==> config.mk <==
export PLATFORM = sky130hd
export DESIGN_NAME = ht_timer_ctrl
export DESIGN_NICKNAME = d
export VERILOG_FILES = /design/src/logic/ht_timer_ctrl.v /design/src/logic/ht_out_shaper.v
export VERILOG_INCLUDE_DIRS = /design/src /design/src/logic
export SDC_FILE = /design/constraint.sdc
export NUM_CORES = 1
export LEC_CHECK = 0
export ABC_AREA = 1
export BUFFER_PORTS_ARGS = -buffer_cell sky130_fd_sc_hd__buf_4
export CELL_PAD_IN_SITES_DETAIL_PLACEMENT = 0
export CELL_PAD_IN_SITES_GLOBAL_PLACEMENT = 1
export CORE_MARGIN = 2
export CORE_UTILIZATION = 36
export DETAILED_ROUTE_END_ITERATION = 8
export HOLD_SLACK_MARGIN = 0.05
export PLACE_DENSITY = 0.8
export SETUP_SLACK_MARGIN = 0.15
export SLEW_MARGIN = 20
export SYNTH_ARGS = -nofsm -noshare
export SYNTH_HDL_FRONTEND = slang
export SYNTH_SLANG_ARGS = --single-unit
==> constraint.sdc <==
create_clock -name aclk -period 2 [get_ports aclk]
set_input_delay 0.4 -clock aclk [delete_from_list [all_inputs] [get_ports aclk]]
set_output_delay 0.4 -clock aclk [all_outputs]
set_load 0.005 [all_outputs]
==> src/logic/ht_map.vh <==
/*
 * Register map, field positions, reset values, encodings and timing counts
 * for the high-half timer control block.
 * Assumes inclusion by bare name from the design files; definitions only.
 */
`ifndef HT_MAP_VH
`define HT_MAP_VH

// register byte offsets on the AXI4-Lite port
`define HT_ADDR_W 8
`define HT_OFF_CTRL 8'h00
`define HT_OFF_GCTRL 8'h04
`define HT_OFF_CNT 8'h08
`define HT_OFF_PRD 8'h0C

// control word fields
`define HT_EN_MSB 23
`define HT_EN_LSB 22
`define HT_PWID_MSB 21
`define HT_PWID_LSB 20
`define HT_CP_BIT 19
`define HT_INV_BIT 17
`define HT_STAT_BIT 16
`define HT_LOW_STAT_BIT 0
`define HT_CTRL_WMASK 32'h00FA_03FE
`define HT_CTRL_RST 32'h0000_0000

// global control word: global timer mode in bits 3:2
`define HT_GMODE_MSB 3
`define HT_GMODE_LSB 2
`define HT_GCTRL_WMASK 32'h0000_000C
`define HT_GCTRL_RST 32'h0000_0000
`define HT_CNT_RST 32'h0000_0000
`define HT_PRD_RST 32'h0000_0000

// encodings
`define HT_GMODE_DUAL_UNCH 2'h1
`define HT_GMODE_WDOG 2'h2
`define HT_EN_OFF 2'h0
`define HT_EN_ONCE 2'h1
`define HT_EN_CONT 2'h2

// bus responses
`define HT_RESP_OKAY 2'h0
`define HT_RESP_SLVERR 2'h2

// timer clock = aclk divided by this count (1 = every aclk cycle)
`define HT_TICK_DIV 8'h01

`endif

==> src/logic/ht_timer_ctrl.v <==
/*
 * High-half timer control slice: control word, global mode, high counter and
 * period behind an AXI4-Lite slave, plus the counting state machine.
 * Assumes a single 125 MHz aclk; low-timer logic lives elsewhere and reports
 * its output level on low_timer_status from the same clock domain.
 */
// The AXI4-Lite register port and the register offsets are this design's own decisions.
`timescale 1ns/1ps
`include "ht_map.vh"

module ht_timer_ctrl (
  input wire aclk, // system clock
  input wire aresetn, // synchronous reset, active low
  input wire [`HT_ADDR_W-1:0] s_axi_awaddr, // write address
  input wire [2:0] s_axi_awprot, // write protection, unused
  input wire s_axi_awvalid, // write address valid
  output wire s_axi_awready, // write address ready
  input wire [31:0] s_axi_wdata, // write data
  input wire [3:0] s_axi_wstrb, // write byte strobes
  input wire s_axi_wvalid, // write data valid
  output wire s_axi_wready, // write data ready
  output wire [1:0] s_axi_bresp, // write response
  output wire s_axi_bvalid, // write response valid
  input wire s_axi_bready, // write response ready
  input wire [`HT_ADDR_W-1:0] s_axi_araddr, // read address
  input wire [2:0] s_axi_arprot, // read protection, unused
  input wire s_axi_arvalid, // read address valid
  output wire s_axi_arready, // read address ready
  output wire [31:0] s_axi_rdata, // read data
  output wire [1:0] s_axi_rresp, // read response
  output wire s_axi_rvalid, // read data valid
  input wire s_axi_rready, // read data ready
  input wire low_timer_status, // low timer output level
  output wire [15:0] low_timer_ctrl, // low-half control fields to low timer
  output wire [1:0] global_timer_mode, // global timer mode
  output wire high_timer_out, // high timer output pin level
  output wire [31:0] high_timer_count // high counter value
);

  // idle waits for an enable, done parks a finished one-shot
  localparam ST_IDLE = 2'h0;
  localparam ST_RUN = 2'h1;
  localparam ST_DONE = 2'h2;

  // registers
  reg [31:0] ctrl_reg;
  reg [31:0] gctrl_reg;
  reg [31:0] cnt_reg;
  reg [31:0] prd_reg;
  reg [1:0] state_reg;
  reg reach_reg;
  reg [7:0] div_reg;
  reg tick_reg;
  reg out_reg;

  // bus registers
  reg aw_held_reg;
  reg [`HT_ADDR_W-1:0] awaddr_reg;
  reg w_held_reg;
  reg [31:0] wdata_reg;
  reg [3:0] wstrb_reg;
  reg bvalid_reg;
  reg [1:0] bresp_reg;
  reg rvalid_reg;
  reg [1:0] rresp_reg;
  reg [31:0] rdata_reg;

  // write path, read handshake and output control wires
  wire aw_hs;
  wire w_hs;
  wire wr_fire;
  wire [`HT_ADDR_W-1:0] wr_addr;
  wire [31:0] wr_data;
  wire [3:0] wr_strb;
  wire [31:0] strb_mask;
  wire wr_ctrl;
  wire wr_gctrl;
  wire wr_cnt;
  wire wr_prd;
  wire wr_hit;
  wire ar_hs;
  wire shaped;
  wire dual_mode;
  wire out_invert;

  // field views
  wire [1:0] gmode;
  wire [1:0] en_mode;
  wire run_ok;
  wire clock_mode;
  wire [31:0] cnt_inc;

  reg [31:0] rd_word;
  reg rd_hit;

  // write address and data may arrive in either order; each is held alone
  // a response still waiting for bready blocks both channels: one write at a time
  assign s_axi_awready = !aw_held_reg && !bvalid_reg;
  assign s_axi_wready = !w_held_reg && !bvalid_reg;
  assign aw_hs = s_axi_awvalid && s_axi_awready;
  assign w_hs = s_axi_wvalid && s_axi_wready;
  assign wr_fire = (aw_held_reg || aw_hs) && (w_held_reg || w_hs) && !bvalid_reg;
  assign wr_addr = aw_held_reg ? awaddr_reg : s_axi_awaddr;
  assign wr_data = w_held_reg ? wdata_reg : s_axi_wdata;
  assign wr_strb = w_held_reg ? wstrb_reg : s_axi_wstrb;

  // byte strobes widen to a bit mask so every register honours partial writes
  genvar gi;
  generate
    for (gi = 0; gi < 4; gi = gi + 1) begin : g_strb
      assign strb_mask[gi*8+7:gi*8] = {8{wr_strb[gi]}};
    end
  endgenerate

  assign wr_ctrl = wr_fire && (wr_addr == `HT_OFF_CTRL);
  assign wr_gctrl = wr_fire && (wr_addr == `HT_OFF_GCTRL);
  assign wr_cnt = wr_fire && (wr_addr == `HT_OFF_CNT);
  assign wr_prd = wr_fire && (wr_addr == `HT_OFF_PRD);
  assign wr_hit = wr_ctrl || wr_gctrl || wr_cnt || wr_prd;

  always @(posedge aclk) begin
    if (!aresetn) begin
      aw_held_reg <= 1'b0;
      awaddr_reg <= {`HT_ADDR_W{1'b0}};
      w_held_reg <= 1'b0;
      wdata_reg <= 32'h0000_0000;
      wstrb_reg <= 4'h0;
      bvalid_reg <= 1'b0;
      bresp_reg <= `HT_RESP_OKAY;
    end else begin
      if (wr_fire) begin
        aw_held_reg <= 1'b0;
        w_held_reg <= 1'b0;
        bvalid_reg <= 1'b1;
        bresp_reg <= wr_hit ? `HT_RESP_OKAY : `HT_RESP_SLVERR;
      end else begin
        if (aw_hs) begin
          aw_held_reg <= 1'b1;
          awaddr_reg <= s_axi_awaddr;
        end
        if (w_hs) begin
          w_held_reg <= 1'b1;
          wdata_reg <= s_axi_wdata;
          wstrb_reg <= s_axi_wstrb;
        end
        if (bvalid_reg && s_axi_bready) begin
          bvalid_reg <= 1'b0;
        end
      end
    end
  end

  assign s_axi_bvalid = bvalid_reg;
  assign s_axi_bresp = bresp_reg;

  // control and configuration registers; reserved bits never store
  always @(posedge aclk) begin
    if (!aresetn) begin
      ctrl_reg <= `HT_CTRL_RST;
      gctrl_reg <= `HT_GCTRL_RST;
      prd_reg <= `HT_PRD_RST;
    end else begin
      if (wr_ctrl) begin
        ctrl_reg <= (ctrl_reg & ~(strb_mask & `HT_CTRL_WMASK))
                  | (wr_data & strb_mask & `HT_CTRL_WMASK);
      end
      if (wr_gctrl) begin
        gctrl_reg <= (gctrl_reg & ~(strb_mask & `HT_GCTRL_WMASK))
                   | (wr_data & strb_mask & `HT_GCTRL_WMASK);
      end
      if (wr_prd) begin
        prd_reg <= (prd_reg & ~strb_mask) | (wr_data & strb_mask);
      end
    end
  end

  assign gmode = gctrl_reg[`HT_GMODE_MSB:`HT_GMODE_LSB];
  assign en_mode = ctrl_reg[`HT_EN_MSB:`HT_EN_LSB];
  // outside dual unchained mode the high fields are inert, output shaping too
  assign dual_mode = (gmode == `HT_GMODE_DUAL_UNCH);
  // reserved enable code 11b is treated like disabled
  assign run_ok = dual_mode
                  && ((en_mode == `HT_EN_ONCE) || (en_mode == `HT_EN_CONT));
  // watchdog forces pulse mode on its own, should the dual gate ever be widened
  assign clock_mode = dual_mode && ctrl_reg[`HT_CP_BIT]
                      && (gmode != `HT_GMODE_WDOG);
  assign out_invert = dual_mode && ctrl_reg[`HT_INV_BIT];
  assign cnt_inc = cnt_reg + 32'h0000_0001;

  // timer clock enable derived from aclk
  // with a divide count of 1 the enable is high on every cycle after reset
  always @(posedge aclk) begin
    if (!aresetn) begin
      div_reg <= 8'h00;
      tick_reg <= 1'b0;
    end else if (div_reg >= `HT_TICK_DIV - 8'h01) begin
      div_reg <= 8'h00;
      tick_reg <= 1'b1;
    end else begin
      div_reg <= div_reg + 8'h01;
      tick_reg <= 1'b0;
    end
  end

  // high counter state machine; a software write to the counter wins
  // reach is raised with the final increment, so the shaper starts one cycle
  // later while the counter still shows the period
  always @(posedge aclk) begin
    if (!aresetn) begin
      state_reg <= ST_IDLE;
      cnt_reg <= `HT_CNT_RST;
      reach_reg <= 1'b0;
    end else begin
      reach_reg <= 1'b0;
      case (state_reg)
        ST_IDLE: begin
          if (run_ok) begin
            state_reg <= ST_RUN;
          end
        end
        ST_RUN: begin
          if (!run_ok) begin
            state_reg <= ST_IDLE; // count holds
          end else if (tick_reg) begin
            if (cnt_reg == prd_reg) begin
              if (en_mode == `HT_EN_CONT) begin
                cnt_reg <= 32'h0000_0000; // reload one tick after reaching
              end else begin
                state_reg <= ST_DONE;
              end
            end else begin
              cnt_reg <= cnt_inc;
              if (cnt_inc == prd_reg) begin
                reach_reg <= 1'b1;
                if (en_mode == `HT_EN_ONCE) begin
                  state_reg <= ST_DONE;
                end
              end
            end
          end
        end
        ST_DONE: begin
          // a fresh control write re-arms the one-shot
          if (!run_ok || wr_ctrl) begin
            state_reg <= ST_IDLE;
          end
        end
        default: begin
          state_reg <= ST_IDLE;
        end
      endcase
      if (wr_cnt) begin
        cnt_reg <= (cnt_reg & ~strb_mask) | (wr_data & strb_mask);
      end
    end
  end

  ht_out_shaper i_ht_out_shaper (
    .aclk(aclk),
    .aresetn(aresetn),
    .tick(tick_reg),
    .reach(reach_reg),
    .clock_mode(clock_mode),
    .pwid(ctrl_reg[`HT_PWID_MSB:`HT_PWID_LSB]),
    .invert(out_invert),
    .level(shaped)
  );

  // output level registered so pin and status bit agree to the cycle
  always @(posedge aclk) begin
    if (!aresetn) begin
      out_reg <= 1'b0;
    end else begin
      out_reg <= shaped;
    end
  end

  assign high_timer_out = out_reg;
  assign high_timer_count = cnt_reg;
  assign global_timer_mode = gmode;
  // bit 0 of the low half is status; the low timer never sees it as a control
  assign low_timer_ctrl = {ctrl_reg[15:1], 1'b0};

  // read path
  // data is captured at the address handshake, so a write landing while
  // rvalid waits cannot change a word already on its way back
  assign s_axi_arready = !rvalid_reg;
  assign ar_hs = s_axi_arvalid && s_axi_arready;

  always @* begin
    rd_word = 32'h0000_0000;
    rd_hit = 1'b1;
    case (s_axi_araddr)
      `HT_OFF_CTRL: begin
        rd_word = ctrl_reg & `HT_CTRL_WMASK;
        rd_word[`HT_STAT_BIT] = out_reg;
        rd_word[`HT_LOW_STAT_BIT] = low_timer_status;
      end
      `HT_OFF_GCTRL: begin
        rd_word = gctrl_reg & `HT_GCTRL_WMASK;
      end
      `HT_OFF_CNT: begin
        rd_word = cnt_reg;
      end
      `HT_OFF_PRD: begin
        rd_word = prd_reg;
      end
      default: begin
        rd_hit = 1'b0;
      end
    endcase
  end

  always @(posedge aclk) begin
    if (!aresetn) begin
      rvalid_reg <= 1'b0;
      rresp_reg <= `HT_RESP_OKAY;
      rdata_reg <= 32'h0000_0000;
    end else if (ar_hs) begin
      rvalid_reg <= 1'b1;
      rresp_reg <= rd_hit ? `HT_RESP_OKAY : `HT_RESP_SLVERR;
      rdata_reg <= rd_word;
    end else if (rvalid_reg && s_axi_rready) begin
      rvalid_reg <= 1'b0;
    end
  end

  assign s_axi_rvalid = rvalid_reg;
  assign s_axi_rresp = rresp_reg;
  assign s_axi_rdata = rdata_reg;

endmodule

==> src/logic/ht_out_shaper.v <==
/*
 * Output shaper for the high timer: pulse of 1..4 timer clocks or 50% toggle,
 * with optional inversion.
 * Assumes tick and reach are one-cycle pulses on aclk; reach comes in the
 * cycle after the tick that made the counter reach its period.
 */
`timescale 1ns/1ps
module ht_out_shaper (
  input wire aclk, // system clock
  input wire aresetn, // synchronous reset, active low
  input wire tick, // timer clock enable pulse
  input wire reach, // counter reached period, one-cycle pulse
  input wire clock_mode, // 1 toggles, 0 pulses
  input wire [1:0] pwid, // pulse width code
  input wire invert, // invert output
  output wire level // shaped output level
);

  reg raw_reg;
  reg [1:0] rem_reg;

  always @(posedge aclk) begin
    if (!aresetn) begin
      raw_reg <= 1'b0;
      rem_reg <= 2'h0;
    end else if (reach) begin
      if (clock_mode) begin
        raw_reg <= ~raw_reg;
        rem_reg <= 2'h0;
      end else begin
        raw_reg <= 1'b1;
        rem_reg <= pwid; // width is pwid+1 timer clocks
      end
    end else if (tick && !clock_mode && raw_reg) begin
      if (rem_reg == 2'h0) begin
        raw_reg <= 1'b0;
      end else begin
        rem_reg <= rem_reg - 2'h1;
      end
    end
  end

  // inversion is applied after the shaper so a flip takes effect at once
  assign level = raw_reg ^ invert;

endmodule

## Yosys cells after proc, flatten, opt, wreduce, memory -nomap -nowiden

Cells that the tools add are included.

- Logic and storage cells: 155
- Bits of input ports: 66
- Bits in registers: 228
- Output and inout bits: 92

- Reduce and logical (&&, ||, !) cells: 53
- Add/sub/neg operators: 3
- Bitwise gates (word level): 19
- Multiplexer cells: 36
- Equal/unequal tests: 22
- Magnitude comparators: 1

Operators with widths:

| operator | number |
|---|---|
| 32-bit two-way mux | 7 |
| 32-bit bitwise AND | 5 |
| 32-bit one-hot mux with 4 select lines | 1 |
| 32-bit equality test | 2 |
| 32-bit OR | 2 |
| 32-bit by 1-bit adder with 32-bit output (second input constant) | 1 |
| 8-bit by 4-bit equality test with 1-bit output (second input constant) | 4 |
| 24-bit NOT with 32-bit output | 1 |
| 32-bit NOT | 1 |
| 4-bit NOT with 32-bit output | 1 |
| 32-bit by 24-bit OR with 32-bit output | 1 |
| 32-bit by 4-bit OR with 32-bit output | 1 |
| 2-bit two-way mux | 14 |
| 1-bit logical AND | 19 |
| 8-bit by 3-bit equality test with 1-bit output (second input constant) | 2 |
| 8-bit zero test | 2 |
| 2-bit nonzero test | 7 |
| 4-bit != test (second input constant) | 3 |
| 1-bit two-way mux | 11 |
| 8-bit by 1-bit adder with 8-bit output (second input constant) | 1 |
| 8-bit by 1-bit >= comparator with 1-bit output (second input constant) | 1 |
| 8-bit two-way mux | 1 |
| 2-bit != test (second input constant) | 4 |
| 2-bit AND reduction | 4 |
| 16 further kinds | 38 |

## Depth between registers and ports, before layout

- Word-level depth: 11
- Depth in mapped cells: 18
- Gate-level depth less buffers: 18

## Modules after synthesis

From an unflattened synthesis, not the netlist that was laid out.

- Cells, all modules: 1,448
- Area, all modules: 9,805.7 µm²

Modules (own cells, without submodules):

| module | times used | cells an instance | sequential area each (µm²) | area an instance (µm²) |
|---|---|---|---|---|
| ht_timer_ctrl | 1 | 1,411 | 3,363.2 | 9,593.0 |
| ht_out_shaper | 1 | 37 | 60.1 | 212.7 |

## Worst setup path after synthesis

No wires, ideal clock.

- Path type: register to register
- Start: reg with a tool-made name
- End: reg state_reg[0]
- Library setup time: 0.109 ns
- Path slack: -0.188 ns
- Buffers on the path: 0
- Data required time: 1.891 ns
- Arrival time: 2.079 ns
- Stages on the path, launching flop included: 19
- Period minus slack after synthesis: 2.188 ns
- Cells stage by stage: dfxtp_1 > ha_1 > nand2_1 > nor2_2 > nand2_1 > nor2_2 > nand2_1 > nand2_1 > nand2_1 > nand2_1 > nand2_1 > nor2_1 > nand2_1 > nor2_1 > nand3_1 > nand2_1 > nand3_1 > nand2_1 > inv_1

RTL lines:

| what | line | source |
|---|---|---|
| to (signal assigned) | ht_timer_ctrl.v:210 | `state_reg <= ST_IDLE;` |
| to (signal assigned) | ht_timer_ctrl.v:218 | `state_reg <= ST_RUN;` |
| to (signal assigned) | ht_timer_ctrl.v:223 | `state_reg <= ST_IDLE;` |
| to (decl) | ht_timer_ctrl.v:50 | `reg [1:0] state_reg;` |

==> run summary <==
• **run status** complete, but fails checks
• **violations in the final reports** setup timing
• **Root Driver** sky130_fd_sc_hd__clkbuf_16
• **deepest clock path buffer count** 2
• **Syn. warnings** 0
• **mux cell area share after synthesis** 2.788%
• **worst min-delay path startpoint** s_axi_awaddr[7]
• **number of port buffers** 142
• **TritonCTS clock tree** done
• **via count of the routed design** 11,380
• **number of synthesized register bits** 171
• **remaining number of nets flagged by the antenna check after routing** 0
• **global route total overflow** 0
• **Final Hold Slack** 0.1942 ns
• **antenna violations before repair** 0
• **remaining max-slew budget at the tightest pin** 48.87%
• **Crit path arrival time** 2.61 ns
• **number of distinct library cells after synthesis** 44
• **number of filler instances in the final layout** 2,616
• **later-pin clock latency in the skew report** 0.44 ns
• **maximum number of pins on one net before global-route repair** 51
• **most congested layer reported by global routing** met2
• **initial detailed-routing violation count** 896
• **GR Util All Layers** 26.93%
• **internal power of the cells** 6326 uW
• **switching component of the power** 3081 uW
• **first-pass GRT wire length** 58.96 mm
• **via count of the first global-routing pass** 10,590
• **Maximum Capacitance Violations** 0
• **final weighted congestion in routability-driven placement** 0.9401
• **Post-Synthesis Cells** 1,445
• **post-DR vias/cell** 5.136
• **Max Freq** 440.3 MHz
• **worst supply voltage drop on vdd** 0.4286 mV
• **setup repair after global routing missed its margin** yes
• **area of the core** 26,730 um^2
• **final-stage net count** 1,932
• **synthesized area per cell** 6.709 um^2
• **final number of setup-violating endpoints** 83
• **Final period util** 113.6%
• **EDFF count, synth** 0
• **synthesized-area fraction occupied by ao, oa, aoi and oai cells** 15.53%
• **post-synthesis instance area** 9694 um^2
• **prevailing post-synth register cell** sky130_fd_sc_hd__dfxtp_1
• **CP endpoint kind** register
• **share of final-layout standard cells stronger than drive strength 1** 37.60%
• **die extent in y** 168.1 um
• **met2 GRT Util** 41.47%
• **LEAKAGE** 0.006631 uW
• **post-synthesis sequential area ratio** 35.31%
• **Power Dens Cells** 627.7 nW/um^2
• **Layout area overhead** 54.60%
• **detailed-route DRC error count** 0
• **dpl cells** 2,145
• **worst setup slack after layout** -0.2711 ns
• **total clock buffers created by CTS** 17
• **wirelength, routed** 38.69 mm
• **Pre-antenna DRT Iters** 5
• **XOR/XNOR share of the synthesized area** 3.704%
• **dominant combinational cell family by area after synthesis** simple AND/OR/NAND/NOR gates
• **share of synthesized registers carrying an async set or reset** 0%
• **number of rows in the core area** 60
• **Synth Area in Simple Gates** 33.62%
• **critical path start-end classification** reg2reg
• **transition time at the pin with the least slew margin** 0.7589 ns
• **count of final hold-check violations** 0
• **required time of the critical path** 2.34 ns
• **wire length per cell** 17.46 um
• **M3 GR Usage** 5.242%
• **largest fanout on the critical path** 6
• **net switching fraction of the power** 32.75%
• **critical path startpoint category** register
• **io pins** 158
• **n_diodes** 0
• **met1 Use GR** 38.92%
• **area enclosed by the die boundary** 28,260 um^2
• **deepest level of the CTS H-tree** 4
• **post-route non-filler standard cell count** 2,216
• **fraction of power consumed by the clock network** 36.8%
• **Pwr Total** 9407 uW
• **Initial Utilization** 36.27%
• **Final min period** 2.271 ns
• **Horiz. Die Dim** 168.1 um
• **post-synthesis adder-cell area fraction** 0.5163%
• **Final Skew** 0.01131 ns
• **combinational cell fraction of total power** 23.5%
• **Detailed Place HPWL** 28.45 mm
• **clock input transition at the sequential cells of the worst setup and hold paths** 0.07 ns
• **relative contribution of sequential cells to total power** 39.8%
• **number of clock sinks** 171
• **type of the worst min-delay path** in2reg
• **max-slew violations** 0
[kinds of logic (layout without fill, tap and decap cells)]
logic type / after synthesis / count (layout)
and+or+nand+nor: 767 / 767
DFF: 171 / 171
xor gates and xnor gates: 41 / 41
other: 1 / 9
buffers and inverters: 191 / 613
AOI/OAI and AO/OA: 243 / 243
muxes: 27 / 27
adders and majority gates: 4 / 4
[cell usage after synthesis, types with 4 or more instances]
cell type / number / area (um^2)
sky130_fd_sc_hd__nor4_1: 4 / 25.02
sky130_fd_sc_hd__o21ai_1: 6 / 30.03
sky130_fd_sc_hd__a21oi_1: 46 / 230.2
sky130_fd_sc_hd__nor2_1: 284 / 1066
sky130_fd_sc_hd__nand3_1: 92 / 460.4
sky130_fd_sc_hd__o211ai_1: 6 / 45.04
sky130_fd_sc_hd__dfxtp_1: 171 / 3423
sky130_fd_sc_hd__inv_1: 106 / 397.9
sky130_fd_sc_hd__nand2_1: 316 / 1186
sky130_fd_sc_hd__buf_4: 26 / 195.2
sky130_fd_sc_hd__a211oi_1: 47 / 352.8
sky130_fd_sc_hd__o21ai_0: 87 / 435.4
sky130_fd_sc_hd__nor2_4: 10 / 112.6
sky130_fd_sc_hd__o32ai_1: 22 / 192.7
sky130_fd_sc_hd__ha_1: 4 / 50.05
sky130_fd_sc_hd__nand4_1: 11 / 68.82
sky130_fd_sc_hd__clkinv_1: 4 / 15.01
sky130_fd_sc_hd__clkbuf_1: 41 / 153.9
sky130_fd_sc_hd__inv_2: 5 / 18.77
sky130_fd_sc_hd__nand3b_1: 8 / 60.06
sky130_fd_sc_hd__o221ai_1: 4 / 35.03
sky130_fd_sc_hd__nor3_1: 12 / 60.06
sky130_fd_sc_hd__o22ai_1: 9 / 56.30
sky130_fd_sc_hd__or2_2: 12 / 75.07
sky130_fd_sc_hd__buf_2: 7 / 35.03
sky130_fd_sc_hd__nor2_2: 10 / 62.56
sky130_fd_sc_hd__o31ai_1: 4 / 30.03
sky130_fd_sc_hd__xor2_1: 28 / 245.2
sky130_fd_sc_hd__mux2i_1: 27 / 270.3
sky130_fd_sc_hd__xnor2_1: 13 / 113.9
[worst max-delay path, cell delays in order (launching register included)]
cell and delay (ns):
sky130_fd_sc_hd__dfxtp_4 0.38, sky130_fd_sc_hd__nand2_2 0.07, sky130_fd_sc_hd__nor2_4 0.11, sky130_fd_sc_hd__buf_6 0.13
sky130_fd_sc_hd__buf_4 0.11, sky130_fd_sc_hd__nand3b_1 0.21, sky130_fd_sc_hd__buf_6 0.20, sky130_fd_sc_hd__nand2_1 0.05
sky130_fd_sc_hd__inv_1 0.03, sky130_fd_sc_hd__nor2_1 0.07, sky130_fd_sc_hd__nand2_1 0.07, sky130_fd_sc_hd__nor2_2 0.12
sky130_fd_sc_hd__nand3_2 0.10, sky130_fd_sc_hd__nor2_4 0.17, sky130_fd_sc_hd__buf_6 0.11, sky130_fd_sc_hd__nand2_1 0.04
sky130_fd_sc_hd__nor4_1 0.20
[power groups by stage]
| stage | registers, uW | clock network [uW] | logic, uW |
|---|---|---|---|
| floorplan | 3790 | 0 | 1080 |
| global placement | 3810 | 0 | 1950 |
| detailed placement | 3810 | 0 | 1980 |
| CTS | 3740 | 3520 | 2050 |
| global route | 3760 | 3650 | 2400 |
| finish | 3740 | 3460 | 2210 |
[metrics by stage]
step / utilization [%] / instance area, um^2 / setup WS [ns] / TNS (ns)
6_report: 56.08 / 14990 / -0.2711 / -11.50
5_1_grt: 56.08 / 14990 / -0.4276 / -19.01
4_1_cts: 54.32 / 14520 / -0.2285 / -6.603
3_5_place_dp: 49.71 / 13290 / -0.3409 / -18.71
3_3_place_gp: 49.71 / 13290 / -0.3353 / -17.62
2_1_floorplan: - / 9911 / -0.01242 / -0.2470
[path summary, 6_finish.rpt]
kind | endpoint | slack, ns | cells after the start
max | reach_reg$_SDFF_PP0_ | -0.27 | 16
min | awaddr_reg[7]$_SDFFE_PN0P_ | 0.19 | 3
max reg2reg | reach_reg$_SDFF_PP0_ | -0.27 | 16
min reg2reg | awaddr_reg[0]$_SDFFE_PN0P_ | 0.46 | 2
[cell usage in the layout (no fill, tap or decap), types with 11 or more instances in the layout]
cell,count
sky130_fd_sc_hd__xor2_1,27
sky130_fd_sc_hd__a21oi_1,44
sky130_fd_sc_hd__a211oi_2,29
sky130_fd_sc_hd__nor2_1,234
sky130_fd_sc_hd__nor2_2,39
sky130_fd_sc_hd__buf_6,17
sky130_fd_sc_hd__o32ai_1,21
sky130_fd_sc_hd__dfxtp_2,17
sky130_fd_sc_hd__nor2_4,31
sky130_fd_sc_hd__nand3_1,73
sky130_fd_sc_hd__buf_4,427
sky130_fd_sc_hd__clkbuf_16,18
sky130_fd_sc_hd__nand2_2,14
sky130_fd_sc_hd__nand2_1,300
sky130_fd_sc_hd__dfxtp_1,150
sky130_fd_sc_hd__o21ai_0,82
sky130_fd_sc_hd__nand3_2,17
sky130_fd_sc_hd__mux2i_1,27
sky130_fd_sc_hd__inv_1,100
sky130_fd_sc_hd__a211oi_1,18
sky130_fd_sc_hd__nand4_1,11
sky130_fd_sc_hd__buf_12,18
[metal layers]
layer,up-vias,wire length (um)
li1,5577,-
met1,5357,18330
met2,411,16910
met3,37,2790
met4,0,660
met5,-,0
[repair_timing]
item | 4_1_cts | 5_1_grt
gates resized for setup | 97 | 93
hold endpoints to repair | 0 | 0
cloned | 3 | 1
hold buffers | 0 | 0
setup buffers | 22 | 13
pin swaps | 37 | 30
setup endpoints to repair | 82 | 84
[cell type report]
class,instances,area (um^2),area share [%]
inverter,115,446.7,2.980
clock inverter,14,150.1,1.002
multi-input combinational,1091,6220,41.50
clock buffer,18,439.2,2.930
sequential,171,3460,23.08
timing repair buffer,466,3845,25.66
tap,341,426.7,2.847
Power figures use the tool's default switching activity.
